`src/logic/cbb_defs.svh`:
```
// Purpose: Offsets, field positions and reset values of the bridge window registers.
// Assumes: Register addresses are byte offsets on the plain register port.
// Notes:   Definitions only; included by bare name.
`ifndef CBB_DEFS_SVH
`define CBB_DEFS_SVH

`define CBB_OFF_PRI    8'h18
`define CBB_OFF_SEC    8'h19
`define CBB_OFF_SUB    8'h1A
`define CBB_OFF_LAT    8'h1B
`define CBB_OFF_BASE0  8'h1C
`define CBB_OFF_LIM0   8'h20
`define CBB_OFF_BASE1  8'h24
`define CBB_OFF_LIM1   8'h28
`define CBB_OFF_BCTL   8'h3E
`define CBB_OFF_STAT   8'h40

`define CBB_RST_BUS    8'h00
`define CBB_RST_LAT    8'h00
`define CBB_RST_PAGE   20'h0_0000
`define CBB_RST_PF     1'h0

`define CBB_PAGE_LSB   12
`define CBB_BCTL_PF0   8
`define CBB_BCTL_PF1   9
`define CBB_STAT_LAST  8

`endif

```
`src/logic/cbb_pkg.sv`:
```
// Purpose: Shared types of the bridge window block.
// Assumes: Nothing beyond the defines header.
// Notes:   Used only through scoped names.
package cbb_pkg;

    // Latency timer states, one-hot.
    typedef enum logic [2:0]
    {
        CBB_LAT_IDLE  = 3'h1,
        CBB_LAT_COUNT = 3'h2,
        CBB_LAT_LAST  = 3'h4
    } cbb_lat_state_t;

endpackage

```
`src/logic/cbb_lat_timer.sv`:
```
// Purpose: CardBus initiator latency timer for one controller function.
// Assumes: The clock is the CardBus clock; inputs come from logic on the same clock.
// Notes:   The transaction engine reads last_phase to end at the next data phase.
`timescale 1ns/10ps
module cbb_lat_timer
(
    input  wire logic       clock,
    input  wire logic       rst_n,
    input  wire logic [7:0] limit,
    input  wire logic       frame_start,
    input  wire logic       phase_done,
    input  wire logic       txn_done,
    output logic            last_phase,
    output logic [7:0]      count
);

    cbb_pkg::cbb_lat_state_t state;
    cbb_pkg::cbb_lat_state_t next_state;
    logic [7:0]              next_count;

    // Next state; a limit of zero expires at once, so the first phase is the last.
    always_comb
    begin
        next_state = state;
        next_count = count;
        unique case (state)
            cbb_pkg::CBB_LAT_IDLE:
            begin
                if (frame_start)
                begin
                    next_count = limit;
                    next_state = (limit == 8'h00) ? cbb_pkg::CBB_LAT_LAST
                                                  : cbb_pkg::CBB_LAT_COUNT;
                end
            end
            cbb_pkg::CBB_LAT_COUNT:
            begin
                next_count = count - 8'h01;
                if (txn_done)
                    next_state = cbb_pkg::CBB_LAT_IDLE;
                else if (count == 8'h01)
                    next_state = cbb_pkg::CBB_LAT_LAST;
            end
            cbb_pkg::CBB_LAT_LAST:
            begin
                next_count = 8'h00;
                if (phase_done || txn_done)
                    next_state = cbb_pkg::CBB_LAT_IDLE;
            end
            default:
            begin
                next_state = cbb_pkg::CBB_LAT_IDLE;
                next_count = 8'h00;
            end
        endcase
    end

    // State registers.
    always_ff @(posedge clock or negedge rst_n)
    begin
        if (!rst_n)
        begin
            state <= cbb_pkg::CBB_LAT_IDLE;
            count <= 8'h00;
        end
        else
        begin
            state <= next_state;
            count <= next_count;
        end
    end

    assign last_phase = (state == cbb_pkg::CBB_LAT_LAST);
endmodule

```
`src/logic/cbb_top.sv`:
```
// Purpose: Bus number, latency and memory base registers of a CardBus bridge.
// Assumes: One clock that is also the CardBus clock; all inputs share it.
// Notes:   Every controller function has its own register copy, picked by reg_func.
//
// Functional notes
// - Secondary bus number register, 19h, resets zero.
// - Subordinate bus number register, 1Ah, resets zero.
// - Bus numbers decide configuration cycle forwarding.
// - Each function keeps its own bus numbers.
// - Latency limit register, 1Bh, in clocks.
// - Latency count starts with the frame.
// - Expired count ends after next data phase.
// - Memory base sets lower window bound.
// - Base bits 31 to 12 are writable.
// - Base bits 11 to 0 read zero.
// - Control bits 8, 9 mark prefetchable windows.
// - Zero base and limit disables window.
// - Primary bus number register, 18h, resets zero.
`timescale 1ns/10ps
`include "cbb_defs.svh"
module cbb_top
#(
    parameter  int NUM_FUNC = 2,
    localparam int FW       = (NUM_FUNC > 1) ? $clog2(NUM_FUNC) : 1
)
(
    input  wire logic                clock,
    input  wire logic                rst_n,
    input  wire logic [7:0]          reg_addr,
    input  wire logic [FW-1:0]       reg_func,
    input  wire logic [31:0]         reg_wdata,
    input  wire logic                reg_wr,
    input  wire logic                reg_rd,
    output logic      [31:0]         reg_rdata,
    input  wire logic                cfg_valid,
    input  wire logic                cfg_type1,
    input  wire logic [7:0]          cfg_bus,
    output logic      [NUM_FUNC-1:0] cfg_to_type0,
    output logic      [NUM_FUNC-1:0] cfg_to_type1,
    input  wire logic                mem_valid,
    input  wire logic                mem_from_cb,
    input  wire logic [31:0]         mem_addr,
    output logic      [NUM_FUNC-1:0] mem_claim,
    output logic      [NUM_FUNC-1:0] mem_window,
    output logic      [NUM_FUNC-1:0] mem_prefetch,
    output logic      [NUM_FUNC-1:0] mem_to_pci,
    input  wire logic [NUM_FUNC-1:0] cb_frame_start,
    input  wire logic [NUM_FUNC-1:0] cb_phase_done,
    input  wire logic [NUM_FUNC-1:0] cb_txn_done,
    output logic      [NUM_FUNC-1:0] cb_last_phase
);

    if (NUM_FUNC < 1 || NUM_FUNC > 4)
    begin : g_bad_func
        $error("NUM_FUNC must lie between 1 and 4");
    end

    // Register address match, used by the write decoder and the assertions.
    function automatic logic reg_sel(input logic [7:0] a, input logic [7:0] off);
        reg_sel = (a == off);
    endfunction

    // Window match on 4-Kbyte pages; an all-zero window never matches.
    function automatic logic win_hit(input logic [19:0] base,
                                     input logic [19:0] lim,
                                     input logic [31:0] a);
        win_hit = ((base != `CBB_RST_PAGE) || (lim != `CBB_RST_PAGE))
                  && (a[31:`CBB_PAGE_LSB] >= base)
                  && (a[31:`CBB_PAGE_LSB] <= lim);
    endfunction

    logic [7:0]  pri_bus [NUM_FUNC];
    logic [7:0]  sec_bus [NUM_FUNC];
    logic [7:0]  sub_bus [NUM_FUNC];
    logic [7:0]  lat_lim [NUM_FUNC];
    logic [19:0] base0   [NUM_FUNC];
    logic [19:0] lim0    [NUM_FUNC];
    logic [19:0] base1   [NUM_FUNC];
    logic [19:0] lim1    [NUM_FUNC];
    logic        pf0     [NUM_FUNC];
    logic        pf1     [NUM_FUNC];
    logic [7:0]  next_pri_bus [NUM_FUNC];
    logic [7:0]  next_sec_bus [NUM_FUNC];
    logic [7:0]  next_sub_bus [NUM_FUNC];
    logic [7:0]  next_lat_lim [NUM_FUNC];
    logic [19:0] next_base0   [NUM_FUNC];
    logic [19:0] next_lim0    [NUM_FUNC];
    logic [19:0] next_base1   [NUM_FUNC];
    logic [19:0] next_lim1    [NUM_FUNC];
    logic        next_pf0     [NUM_FUNC];
    logic        next_pf1     [NUM_FUNC];
    logic [7:0]  lat_count    [NUM_FUNC];

    // Register writes; only the copy of the addressed function changes.
    always_comb
    begin
        for (int f = 0; f < NUM_FUNC; f++)
        begin
            next_pri_bus[f] = pri_bus[f];
            next_sec_bus[f] = sec_bus[f];
            next_sub_bus[f] = sub_bus[f];
            next_lat_lim[f] = lat_lim[f];
            next_base0[f]   = base0[f];
            next_lim0[f]    = lim0[f];
            next_base1[f]   = base1[f];
            next_lim1[f]    = lim1[f];
            next_pf0[f]     = pf0[f];
            next_pf1[f]     = pf1[f];
            if (reg_wr && (reg_func == FW'(f)))
            begin
                if (reg_sel(reg_addr, `CBB_OFF_PRI))
                    next_pri_bus[f] = reg_wdata[7:0];
                if (reg_sel(reg_addr, `CBB_OFF_SEC))
                    next_sec_bus[f] = reg_wdata[7:0];
                if (reg_sel(reg_addr, `CBB_OFF_SUB))
                    next_sub_bus[f] = reg_wdata[7:0];
                if (reg_sel(reg_addr, `CBB_OFF_LAT))
                    next_lat_lim[f] = reg_wdata[7:0];
                // The low twelve bits of the word are simply dropped.
                if (reg_sel(reg_addr, `CBB_OFF_BASE0))
                    next_base0[f] = reg_wdata[31:`CBB_PAGE_LSB];
                if (reg_sel(reg_addr, `CBB_OFF_LIM0))
                    next_lim0[f] = reg_wdata[31:`CBB_PAGE_LSB];
                if (reg_sel(reg_addr, `CBB_OFF_BASE1))
                    next_base1[f] = reg_wdata[31:`CBB_PAGE_LSB];
                if (reg_sel(reg_addr, `CBB_OFF_LIM1))
                    next_lim1[f] = reg_wdata[31:`CBB_PAGE_LSB];
                if (reg_sel(reg_addr, `CBB_OFF_BCTL))
                begin
                    next_pf0[f] = reg_wdata[`CBB_BCTL_PF0];
                    next_pf1[f] = reg_wdata[`CBB_BCTL_PF1];
                end
            end
        end
    end

    // Register storage.
    always_ff @(posedge clock or negedge rst_n)
    begin
        if (!rst_n)
        begin
            for (int f = 0; f < NUM_FUNC; f++)
            begin
                pri_bus[f] <= `CBB_RST_BUS;
                sec_bus[f] <= `CBB_RST_BUS;
                sub_bus[f] <= `CBB_RST_BUS;
                lat_lim[f] <= `CBB_RST_LAT;
                base0[f]   <= `CBB_RST_PAGE;
                lim0[f]    <= `CBB_RST_PAGE;
                base1[f]   <= `CBB_RST_PAGE;
                lim1[f]    <= `CBB_RST_PAGE;
                pf0[f]     <= `CBB_RST_PF;
                pf1[f]     <= `CBB_RST_PF;
            end
        end
        else
        begin
            for (int f = 0; f < NUM_FUNC; f++)
            begin
                pri_bus[f] <= next_pri_bus[f];
                sec_bus[f] <= next_sec_bus[f];
                sub_bus[f] <= next_sub_bus[f];
                lat_lim[f] <= next_lat_lim[f];
                base0[f]   <= next_base0[f];
                lim0[f]    <= next_lim0[f];
                base1[f]   <= next_base1[f];
                lim1[f]    <= next_lim1[f];
                pf0[f]     <= next_pf0[f];
                pf1[f]     <= next_pf1[f];
            end
        end
    end

    logic [31:0] next_rdata;
    int          fs;

    // Read mux; a function number beyond the last one, or a hole, reads zero.
    always_comb
    begin
        next_rdata = 32'h0000_0000;
        fs         = int'(reg_func);
        if (reg_rd && (fs < NUM_FUNC))
        begin
            unique case (reg_addr)
                `CBB_OFF_PRI:   next_rdata[7:0] = pri_bus[fs];
                `CBB_OFF_SEC:   next_rdata[7:0] = sec_bus[fs];
                `CBB_OFF_SUB:   next_rdata[7:0] = sub_bus[fs];
                `CBB_OFF_LAT:   next_rdata[7:0] = lat_lim[fs];
                `CBB_OFF_BASE0: next_rdata = {base0[fs], 12'h000};
                `CBB_OFF_LIM0:  next_rdata = {lim0[fs], 12'h000};
                `CBB_OFF_BASE1: next_rdata = {base1[fs], 12'h000};
                `CBB_OFF_LIM1:  next_rdata = {lim1[fs], 12'h000};
                `CBB_OFF_BCTL:
                begin
                    next_rdata[`CBB_BCTL_PF0] = pf0[fs];
                    next_rdata[`CBB_BCTL_PF1] = pf1[fs];
                end
                `CBB_OFF_STAT:
                begin
                    next_rdata[7:0]            = lat_count[fs];
                    next_rdata[`CBB_STAT_LAST] = cb_last_phase[fs];
                end
                default:        next_rdata = 32'h0000_0000;
            endcase
        end
    end

    // Read data stand only in the cycle after the strobe.
    always_ff @(posedge clock or negedge rst_n)
    begin
        if (!rst_n)
            reg_rdata <= 32'h0000_0000;
        else
            reg_rdata <= next_rdata;
    end

    logic [NUM_FUNC-1:0] next_to_type0;
    logic [NUM_FUNC-1:0] next_to_type1;
    logic [NUM_FUNC-1:0] next_claim;
    logic [NUM_FUNC-1:0] next_window;
    logic [NUM_FUNC-1:0] next_prefetch;
    logic [NUM_FUNC-1:0] next_to_pci;
    logic                h0;
    logic                h1;

    // Forwarding decisions. A cycle naming the primary bus is never passed down,
    // which keeps a misprogrammed secondary number from shadowing the own bus.
    always_comb
    begin
        for (int f = 0; f < NUM_FUNC; f++)
        begin
            next_to_type0[f] = cfg_valid && cfg_type1 && (cfg_bus != pri_bus[f])
                               && (cfg_bus == sec_bus[f]);
            next_to_type1[f] = cfg_valid && cfg_type1 && (cfg_bus != pri_bus[f])
                               && (cfg_bus > sec_bus[f])
                               && (cfg_bus <= sub_bus[f]);
            h0 = win_hit(base0[f], lim0[f], mem_addr);
            h1 = win_hit(base1[f], lim1[f], mem_addr);
            // Window 0 wins where the two overlap.
            next_claim[f]    = mem_valid && !mem_from_cb && (h0 || h1);
            next_window[f]   = !h0 && h1;
            next_prefetch[f] = h0 ? pf0[f] : (h1 && pf1[f]);
            next_to_pci[f]   = mem_valid && mem_from_cb && !h0 && !h1;
        end
    end

    // Decision outputs, one clock after the request.
    always_ff @(posedge clock or negedge rst_n)
    begin
        if (!rst_n)
        begin
            cfg_to_type0 <= '0;
            cfg_to_type1 <= '0;
            mem_claim    <= '0;
            mem_window   <= '0;
            mem_prefetch <= '0;
            mem_to_pci   <= '0;
        end
        else
        begin
            cfg_to_type0 <= next_to_type0;
            cfg_to_type1 <= next_to_type1;
            mem_claim    <= next_claim;
            mem_window   <= next_window;
            mem_prefetch <= next_claim & next_prefetch;
            mem_to_pci   <= next_to_pci;
        end
    end

    // One latency timer for each function; the host is expected to keep the limit
    // at 40h or above, otherwise bursts get cut short.
    for (genvar g = 0; g < NUM_FUNC; g++)
    begin : g_lat
        cbb_lat_timer u_lat
        (
            .clock       (clock),
            .rst_n       (rst_n),
            .limit       (lat_lim[g]),
            .frame_start (cb_frame_start[g]),
            .phase_done  (cb_phase_done[g]),
            .txn_done    (cb_txn_done[g]),
            .last_phase  (cb_last_phase[g]),
            .count       (lat_count[g])
        );
    end

    logic [7:0]  sec0;
    logic [19:0] b0;
    logic [19:0] l0;
    assign sec0 = sec_bus[0];
    assign b0   = base0[0];
    assign l0   = lim0[0];
endmodule

```
`config.mk`:
```
export PLATFORM = sky130hd
export DESIGN_NAME = cbb_top
export DESIGN_NICKNAME = d
export VERILOG_FILES = /design/src/logic/cbb_pkg.sv /design/src/logic/cbb_lat_timer.sv /design/src/logic/cbb_top.sv
export VERILOG_INCLUDE_DIRS = /design/src /design/src/logic
export SDC_FILE = /design/constraint.sdc
export NUM_CORES = 1
export LEC_CHECK = 0
export BUFFER_PORTS_ARGS = -buffer_cell sky130_fd_sc_hd__buf_4
export CELL_PAD_IN_SITES_DETAIL_PLACEMENT = 1
export CELL_PAD_IN_SITES_GLOBAL_PLACEMENT = 2
export CORE_UTILIZATION = 30
export CTS_BUF_LIST = sky130_fd_sc_hd__clkbuf_2
export CTS_CLUSTER_SIZE = 24
export DETAILED_ROUTE_END_ITERATION = 12
export PLACE_DENSITY = 0.7
export SYNTH_ARGS = -nofsm -noshare
export SYNTH_HDL_FRONTEND = slang
export SYNTH_SLANG_ARGS = --single-unit
```
`constraint.sdc`:
```
create_clock -name clock -period 3.3 [get_ports clock]
set_input_delay 0.99 -clock clock [delete_from_list [all_inputs] [get_ports clock]]
set_output_delay 0.99 -clock clock [all_outputs]
set_load 0.02 [all_outputs]
```
==> impl_metrics.json, run 1 <==
{
  "outcome": "completed",
  "netlist_area_um2": 18300,
  "yosys-top-cells-count": "dfrtp_1, ha_1, nand2_1",
  "syn_area_per_cell_um2": 9.74,
  "post_drt_wl_per_cell_um": 22.9,
  "worst-r2r-setup-slack_ps": 510,
  "grt_pass1_vias": 16700,
  "drt-total-wl_mm": 66.7,
  "cts.sinks": 292,
  "cts_max_level": 3,
  "drc": 0,
  "cap_violations": 0,
  "maxUsedRoutingLayer": "met4",
  "antenna_found_initial": 1,
  "synth_edf_count": 0,
  "grt_max_degree": 70,
  "vias": 15400,
  "yosysMostFrequentCell": "dfrtp_1",
  "syn_inst": 1882,
  "core_area_um2": 60400,
  "grt_overflow": 0,
  "drive_gt1_frac": 0.218,
  "r2r-end": "mem_prefetch[0]",
  "fmax_mhz": 327,
  "io_buffers": 124,
  "required_ps": 2310,
  "grt_pass1_wl_mm": 102,
  "hold_viol_final": 0,
  "relSlewSlack": 0.543,
  "p_per_area_nw_per_um2": 384,
  "critPathCaptureType": "primary output",
  "yosysTopAreaCellShare": 0.396,
  "yosysSeqAreaShare": 0.399,
  "clkLatencyLatePin_ps": 1100,
  "drt_iter0_drc": 747,
  "io_pins": 141,
  "crit_path_start_kind": "flop",
  "slew_viol_final": 0,
  "rsz0062_at_grt": "false",
  "fin_crit_sh": 0.927,
  "crit_arrival_ps": 2070,
  "dr_wl_met2_mm": 31.2,
  "setup_viol_count_final": 0,
  "syn2layout_area_growth_pct": 15.8,
  "die_w_um": 249,
  "clock-root-buffer": "clkbuf_2",
  "r2r-start": "l0[13]",
  "r2r_cells": 9,
  "viasPerCell": 5.30,
  "fp-row-count": 90,
  "start_util": 0.304,
  "tritoncts": "done",
  "fp.dieArea_um2": 62100,
  "power_leakage_uw": 0.0104,
  "cts-buffers-inserted": 88,
  "synth_top_area_cell": "dfrtp_1",
  "worstHoldPathType": "in -> reg",
  "nNetsFinal": 2365,
  "wl_met3_mm": 3.03,
  "min_from": "cb_phase_done[1]",
  "yosysWarnings": 0,
  "ir_drop_mv": 0.173,
  "wl_met1_mm": 29.2,
  "holdPathEnd": "g_lat[1].u_lat.state[2]",
  "whs_path_depth": 2,
  "drtPass1Iterations": 4,
  "place_congestion": 0.885,
  "ctsResizeCount": 0,
  "synth-main-ff-cell": "dfrtp_1",
  "ys_async_sr_fraction": 1.00,
  "ys_ff_latch": 292,
  "finalPower_uw": 8150,
  "die_height_um": 249,
  "setup.worst_path.class": "reg -> out",
  "tightest_slew_ps": 683,
  "path_clk_slew_ps": 80,
  "ant_nets": 0,
  "place_hpwl_mm": 52.3,
  "finalHoldWorstSlack_ps": 165,
  "synthTopCellsByArea": "dfrtp_1, ha_1, mux2_2, o21ai_0, nand2_1",
  "grt_usage": 0.217,
  "fin_skew_ps": 95.9,
  "min_period_ps": 3060,
  "ys_types": 70,
  "crit_fanout": 3,
  "cts_buffer_depth": 3
}
[through the flow]
stage | cells | setup TNS, ps | cell area, µm² | setup slack [ps] | util
2_1_floorplan | 1883 | 0 | 18300 | 523 | -
3_3_place_gp | 2764 | -2110 | 20400 | -481 | 0.339
3_5_place_dp | 2765 | -355 | 20500 | -108 | 0.339
4_1_cts | 2914 | 0 | 21200 | 88.9 | 0.352
5_1_grt | 2915 | 0 | 21200 | 96.4 | 0.352
6_report | 2915 | 0 | 21200 | 240 | 0.352
[cells in the final DEF (no fill, tap or decap), types with 5 or more instances in the layout]
| cell type | instances |
|---|---|
| o21a_1 | 28 |
| o22ai_1 | 33 |
| nand2_1 | 195 |
| nor2b_1 | 35 |
| nor3_1 | 19 |
| ha_1 | 196 |
| a21oi_1 | 81 |
| inv_1 | 193 |
| and3_1 | 6 |
| nor4_1 | 49 |
| a221oi_1 | 14 |
| and4_1 | 11 |
| a22oi_2 | 6 |
| a21o_1 | 27 |
| buf_4 | 181 |
| o21ai_0 | 175 |
| a211oi_1 | 8 |
| a22oi_1 | 7 |
| mux4_2 | 20 |
| and2_1 | 6 |
| clkinv_2 | 6 |
| a32oi_1 | 6 |
| nand3_1 | 18 |
| clkbuf_2 | 113 |
| o211ai_1 | 7 |
| clkinv_1 | 25 |
| nand2b_1 | 10 |
| o21ai_1 | 5 |
| nand4_1 | 32 |
| dfrtp_1 | 290 |
| nor2_1 | 60 |
| mux2i_1 | 68 |
| xor2_1 | 14 |
| nor3b_1 | 8 |
| mux2_2 | 102 |
| buf_12 | 8 |
[worst max-delay path, stage by stage, from the launching register on]
cell	delay [ps]
dfrtp_1	390
nand2b_1	160
or2_2	340
inv_1	70
buf_4	130
[power breakdown]
group / switching (µW) / internal, µW
clock network: 1720 / 1090
logic: 877 / 544
registers: 183 / 3740
[area by class of cell]
class / count / area (µm²)
Timing Repair Buffer: 193 / 1560
Clock buffer: 113 / 566
Clock inverter: 35 / 191
Antenna cell: 1 / 2.50
Multi-Input combinational cell: 1306 / 9890
Tap cell: 782 / 978
Inverter: 193 / 724
Sequential cell: 292 / 7310
Fill cell: 7009 / 39100
[logic make-up after synthesis]
group                    count (synthesis)  share of synthesized area
other                                    1                   0.000205
multiplexers                           190                      0.124
adder cells (fa/ha/maj)                196                      0.134
buffers and inverters                  285                     0.0636
AND/OR/NAND/NOR                        476                      0.128
XOR/XNOR                                16                    0.00765
AO/OA/AOI/OAI                          426                      0.143
flip-flops                             292                      0.399
[per-layer routing]
metal  track usage  up-vias
li1              -     7127
met1         0.275     7756
met2         0.355      401
met3        0.0371      151
met4         0.113        0
met5             0        -
[how the worst max path moves through the flow]
stage          slack (ps)                    start  cells past startpoint               end
2_1_floorplan         520             mem_addr[22]                      6   mem_prefetch[1]
3_3_place_gp         -480             mem_addr[17]                      9     mem_window[1]
3_5_place_dp         -110             mem_addr[21]                     10   mem_prefetch[0]
4_1_cts                90  g_lat[0].u_lat.state[1]                      4  cb_last_phase[0]
5_1_grt               100  g_lat[0].u_lat.state[1]                      4  cb_last_phase[0]
6_report              240  g_lat[0].u_lat.state[1]                      4  cb_last_phase[0]
[flip-flops by register name (all words and copies together), names as in the netlist, 6 cells and up]
| name | count |
|---|---|
| b0 | 20 |
| base0 | 20 |
| g_lat.u_lat.state | 6 |
| lim1 | 40 |
| sec_bus | 8 |
| base1 | 40 |
| lim0 | 20 |
| l0 | 20 |
| sub_bus | 16 |
| lat_lim | 16 |
| sec0 | 8 |
| reg_rdata | 30 |
| pri_bus | 16 |
| g_lat.u_lat.count | 16 |
[repair_timing]
action                    4_1_cts  5_1_grt
setup buffers                   0        0
hold buffers                    1        0
hold endpoints to repair       51        0
Power figures use the tool's default switching activity.
==> run 2, diff against run 1 <==
RECOVER_POWER = 100   (was default)
==> run 2 against run 1 <==
  * The flow now finishes with violations (capacitance limit, slew limit)
  * Largest cell class unchanged
  * Sequential power is essentially flat
  * Setup slack worse by 45 ps
  * Routed wire length fell by 0.18%
  * Sequential share of layout area increased by 0.58 points
  * Combinational power about the same
  * Clock power hardly changed
  * First-iteration DRC count fell by 6.6%
  * Highest routed layer unchanged
  * Non-clock buffer count is the same
  * Global-route usage unchanged
  * Via count decreased by 0.41%
  * Hold slack improved by 0.51 ps
  * Flip-flop and latch count is the same
==> impl_metrics.json, run 2 (synthesis results as in run 1) <==
{
  "fp-row-count": 90,
  "critical_path.endpoint": "mem_prefetch[0]",
  "place_area_um2": 20500,
  "core_area_um2": 60400,
  "min_period_ps": 3100,
  "drt-total-wl_mm": 66.5,
  "fin_area_um2": 20900,
  "ctsResizeCount": 0,
  "viasPerCell": 5.27,
  "cts-buffers-inserted": 88,
  "fp.dieArea_um2": 62100,
  "rsz0062_at_grt": "false",
  "fin_crit_sh": 0.941,
  "setup.worst_path.class": "reg -> reg",
  "grt_pass1_vias": 16700,
  "fin_cells": 2915,
  "grt_max_degree": 70,
  "r2r-end": "mem_prefetch[0]",
  "slew_viol_final": 183,
  "cp_cell_sequence": "inv_1, ha_1, a21o_1, a221o_1, a221oi_1, o2111ai_1, a211oi_2, clkbuf_1, mux2i_1",
  "crit_arrival_ps": 4050,
  "fin_ws_ps": 195,
  "cts_max_level": 3,
  "crit_path_start_kind": "flop",
  "r2r_cells": 9,
  "dp_slack_ps": -108,
  "setup_viol_count_final": 0,
  "antenna_found_initial": 1,
  "ant_nets": 0,
  "drc": 0,
  "worstHoldPathType": "in -> reg",
  "r2r-start": "l0[13]",
  "grt_pass1_wl_mm": 102,
  "critPathMaxStageDelay_ps": 540,
  "fmax_mhz": 322,
  "violations": "capacitance limit, slew limit",
  "crit_fanout": 4,
  "die_w_um": 249,
  "vias": 15400,
  "critPathCaptureType": "flop",
  "syn2layout_area_growth_pct": 13.9,
  "grt_usage": 0.217,
  "final_common_cell": "dfrtp_1",
  "reg_top3": "base1: 40 flops, lim1: 40 flops, reg_rdata: 30 flops",
  "grt_overflow": 0,
  "clkLatencyLatePin_ps": 1100,
  "postLayoutCoreUtil": 0.346,
  "fin_skew_ps": 99.1,
  "finalPower_uw": 8120,
  "drt_iter0_drc": 698,
  "outcome": "complete, but fails checks",
  "cts.sinks": 292,
  "clock-root-buffer": "clkbuf_2",
  "die_height_um": 249,
  "place_inst": 2765,
  "place_congestion": 0.885,
  "place_hpwl_mm": 52.3,
  "crit_path_top_delay_cell": "dfrtp_1",
  "setup.worst_path.start": "l0[13]",
  "p_per_area_nw_per_um2": 389,
  "hold_viol_final": 0,
  "cap_violations": 5,
  "drtPass1Iterations": 4,
  "path_clk_slew_ps": 110,
  "io_pins": 141,
  "nNetsFinal": 2365,
  "power_leakage_uw": 0.0101,
  "required_ps": 4240,
  "tightest_slew_ps": 1950,
  "worst-r2r-setup-slack_ps": 200,
  "relSlewSlack": -0.302,
  "drive_gt1_frac": 0.184,
  "tritoncts": "done",
  "post_drt_wl_per_cell_um": 22.8,
  "ir_drop_mv": 0.173,
  "io_buffers": 124,
  "start_util": 0.304,
  "cts_buffer_depth": 3,
  "final_cell_mix": "dfrtp_1, nand2_1, ha_1"
}
run 2: cell type report:
cell class              instances  area (µm²)
inverters                     193         724
flip-flops and latches        292        7310
multi-input cells            1306        9830
repair buffers                193        1260
clock buffers                 113         566
diodes                          1        2.50
fillers                      7057       39500
clock inverters                35         191
well taps                     782         978
run 2: per-stage QoR:
| stage | hold WS, ps | TNS, ps |
|---|---|---|
| floorplan | 488 | 0 |
| global placement | 525 | -2110 |
| detailed placement | 523 | -355 |
| CTS | 46.7 | 0 |
| global route | 104 | 0 |
| finish | 166 | 0 |
run 2: worst min path at each step:
stage,startpoint,end,depth (start not counted)
final,cb_phase_done[1],g_lat[1].u_lat.state[2],2
after detailed placement,pf1[1],pf1[1],1
after global placement,pf1[1],pf1[1],1
after CTS,cb_phase_done[0],g_lat[0].u_lat.state[2],2
after floorplan,pf1[0],pf1[0],1
after global routing,cb_phase_done[0],g_lat[0].u_lat.state[2],2
run 2: repair_timing:
action                    in CTS  in global routing
hold endpoints to repair      51                  0
hold buffers                   1                  0
setup buffers                  0                  0
run 2: critical path, delay by kind of cell (launching register included):
family          cells  cell delay [ps]
compound gates      5             1460
fa+ha+maj           1              310
buf+inv             2              470
flops               1              540
mux                 1              220
run 2: layer usage:
metal / routed length (µm) / GRT usage
met1: 29100 / 0.275
met2: 31200 / 0.355
met3: 3100 / 0.0371
met4: 3200 / 0.113
met5: 0 / 0
run 2: power breakdown:
group / internal [µW] / leakage, µW / switching (µW)
Combinational: 526 / 0.00616 / 870
Clock: 1090 / 0.000569 / 1710
Sequential: 3740 / 0.00342 / 183
Total: 5360 / 0.0101 / 2770
==> run 3, diff against run 2 <==
CORE_MARGIN = 2   (was default)
==> run 3 against run 2 <==
  * The run still ends with capacitance limit, slew limit left
  * Flip-flop and latch count did not move
  * Via count is 0.70% higher
  * Highest routed layer is now met5
  * Cell count up 0.45%
  * Total power rose by 1.2%
  * Clock power rose by 4%
  * Sequential share of layout area is 0.094 points lower
  * Register-to-register slack improved by 70 ps
  * Clock-buffer cell count is 13 higher
  * Setup slack better by 21 ps
==> impl_metrics.json, run 3 (synthesis results as in run 1) <==
{
  "die_height_um": 251,
  "io_buffers": 124,
  "ant_nets": 0,
  "drc": 0,
  "cts_setup_buffers": 0,
  "tritoncts": "done",
  "critPathCaptureType": "primary output",
  "place_hpwl_mm": 52.8,
  "fin_skew_ps": 74.6,
  "final_cell_mix": "dfrtp_1, nand2_1, ha_1",
  "crit_arrival_ps": 2090,
  "crit_fanout": 3,
  "min_period_ps": 3080,
  "tightest_slew_ps": 1510,
  "ir_drop_mv": 0.168,
  "drive_gt1_frac": 0.193,
  "cts_buffer_depth": 3,
  "finalPower_uw": 8220,
  "drt-total-wl_mm": 67.4,
  "relSlewSlack": -0.00852,
  "setup_viol_count_final": 0,
  "critPathMaxStageDelay_ps": 400,
  "fp.dieArea_um2": 63100,
  "drtPass1Iterations": 5,
  "cap_violations": 1,
  "worstHoldPathType": "in -> reg",
  "nNetsFinal": 2369,
  "place_area_um2": 20500,
  "clock-root-buffer": "clkbuf_2",
  "place_congestion": 0.889,
  "antenna_found_initial": 4,
  "fin_crit_sh": 0.934,
  "viasPerCell": 5.29,
  "start_util": 0.304,
  "ctsResizeCount": 0,
  "fp-row-count": 90,
  "crit_path_top_delay_cell": "dfrtp_1",
  "rsz0062_at_grt": "false",
  "cts-buffers-inserted": 89,
  "grt_max_degree": 71,
  "fmax_mhz": 324,
  "path_buf_inv": 2,
  "syn2layout_area_growth_pct": 14.2,
  "reg_top3": "base1: 40 flops, lim1: 40 flops, reg_rdata: 30 flops",
  "path_clk_slew_ps": 90,
  "grt_pass1_wl_mm": 103,
  "cp_cell_sequence": "nand2b_1, or2_2, inv_1, buf_4",
  "required_ps": 2310,
  "final_common_cell": "dfrtp_1",
  "outcome": "complete, but fails checks",
  "vias": 15500,
  "setup.worst_path.class": "reg -> out",
  "die_w_um": 251,
  "grt_pass1_vias": 16800,
  "cts_max_level": 3,
  "power_leakage_uw": 0.0102,
  "core_area_um2": 60400,
  "drt_iter0_drc": 794,
  "violations": "capacitance limit, slew limit",
  "p_per_area_nw_per_um2": 393,
  "grt_overflow": 0,
  "fin_area_um2": 20900,
  "io_pins": 141,
  "hold_viol_final": 0,
  "ctsHoldBuffers": 1,
  "cts.sinks": 292,
  "grt_usage": 0.215,
  "clkLatencyLatePin_ps": 1090,
  "post_drt_wl_per_cell_um": 23.0,
  "cp_top_family": "simple AND/OR/NAND/NOR gates",
  "crit_path_start_kind": "flop",
  "slew_viol_final": 43
}
[run 3: layer usage]
metal / GRT usage / vias up / wire (µm) / part of all wire
li1: - / 7135 / - / -
met1: 0.274 / 7887 / 30000 / 0.45
met2: 0.372 / 355 / 32600 / 0.48
met3: 0.0370 / 99 / 2820 / 0.042
met4: 0.0690 / 2 / 1900 / 0.028
met5: 0 / - / 12 / 0.00018
[run 3: final timing paths]
check                                               end  cells after the start  slack (ps)               startpoint
worst max-delay path                   cb_last_phase[0]                      4         220  g_lat[0].u_lat.state[1]
worst max register to register             mem_claim[1]                     10         270                  lim1[5]
worst min register to register          mem_prefetch[1]                      2         540                   pf0[0]
worst min-delay path            g_lat[1].u_lat.state[2]                      2         150         cb_phase_done[1]
max in group asynchronous                         b0[9]                      3         540                    rst_n
min in group asynchronous                      lim1[23]                      2         780                    rst_n
[run 3: worst reg2reg max path, delay by kind of cell (launching register included)]
family                     cells  cell delay, ps
DFF                            1             480
buffers and inverters          3             630
and+or+nand+nor                2             680
adders and majority gates      1             310
AOI/OAI and AO/OA              4             790
[run 3: area by class of cell]
| cell class | count | area [µm²] |
|---|---|---|
| sequential | 292 | 7310 |
| clock inverter | 29 | 173 |
| antenna | 4 | 10.0 |
| inverter | 193 | 724 |
| multi-input combinational | 1306 | 9830 |
| fill | 6989 | 39400 |
| tap | 782 | 978 |
| clock buffer | 126 | 631 |
| timing repair buffer | 196 | 1260 |
[run 3: power breakdown]
part	switching (µW)	internal, µW	leakage [µW]	total [µW]
Sequential	185	3730	0.00342	3920
Combinational	867	526	0.00618	1390
Clock	1730	1180	0.000612	2910
Total	2780	5440	0.0102	8220
[run 3: through the flow]
stage               hold WS (ps)  TNS (ps)  worst slack [ps]  utilization  std cells
finish                       150         0               216        0.347       2928
global route                22.7         0              3.88        0.347       2928
CTS                         23.4         0              45.9        0.352       2924
detailed placement           529      -389              -150        0.339       2768
global placement             525     -2060              -544        0.339       2767
floorplan                    488         0               523            -       1883
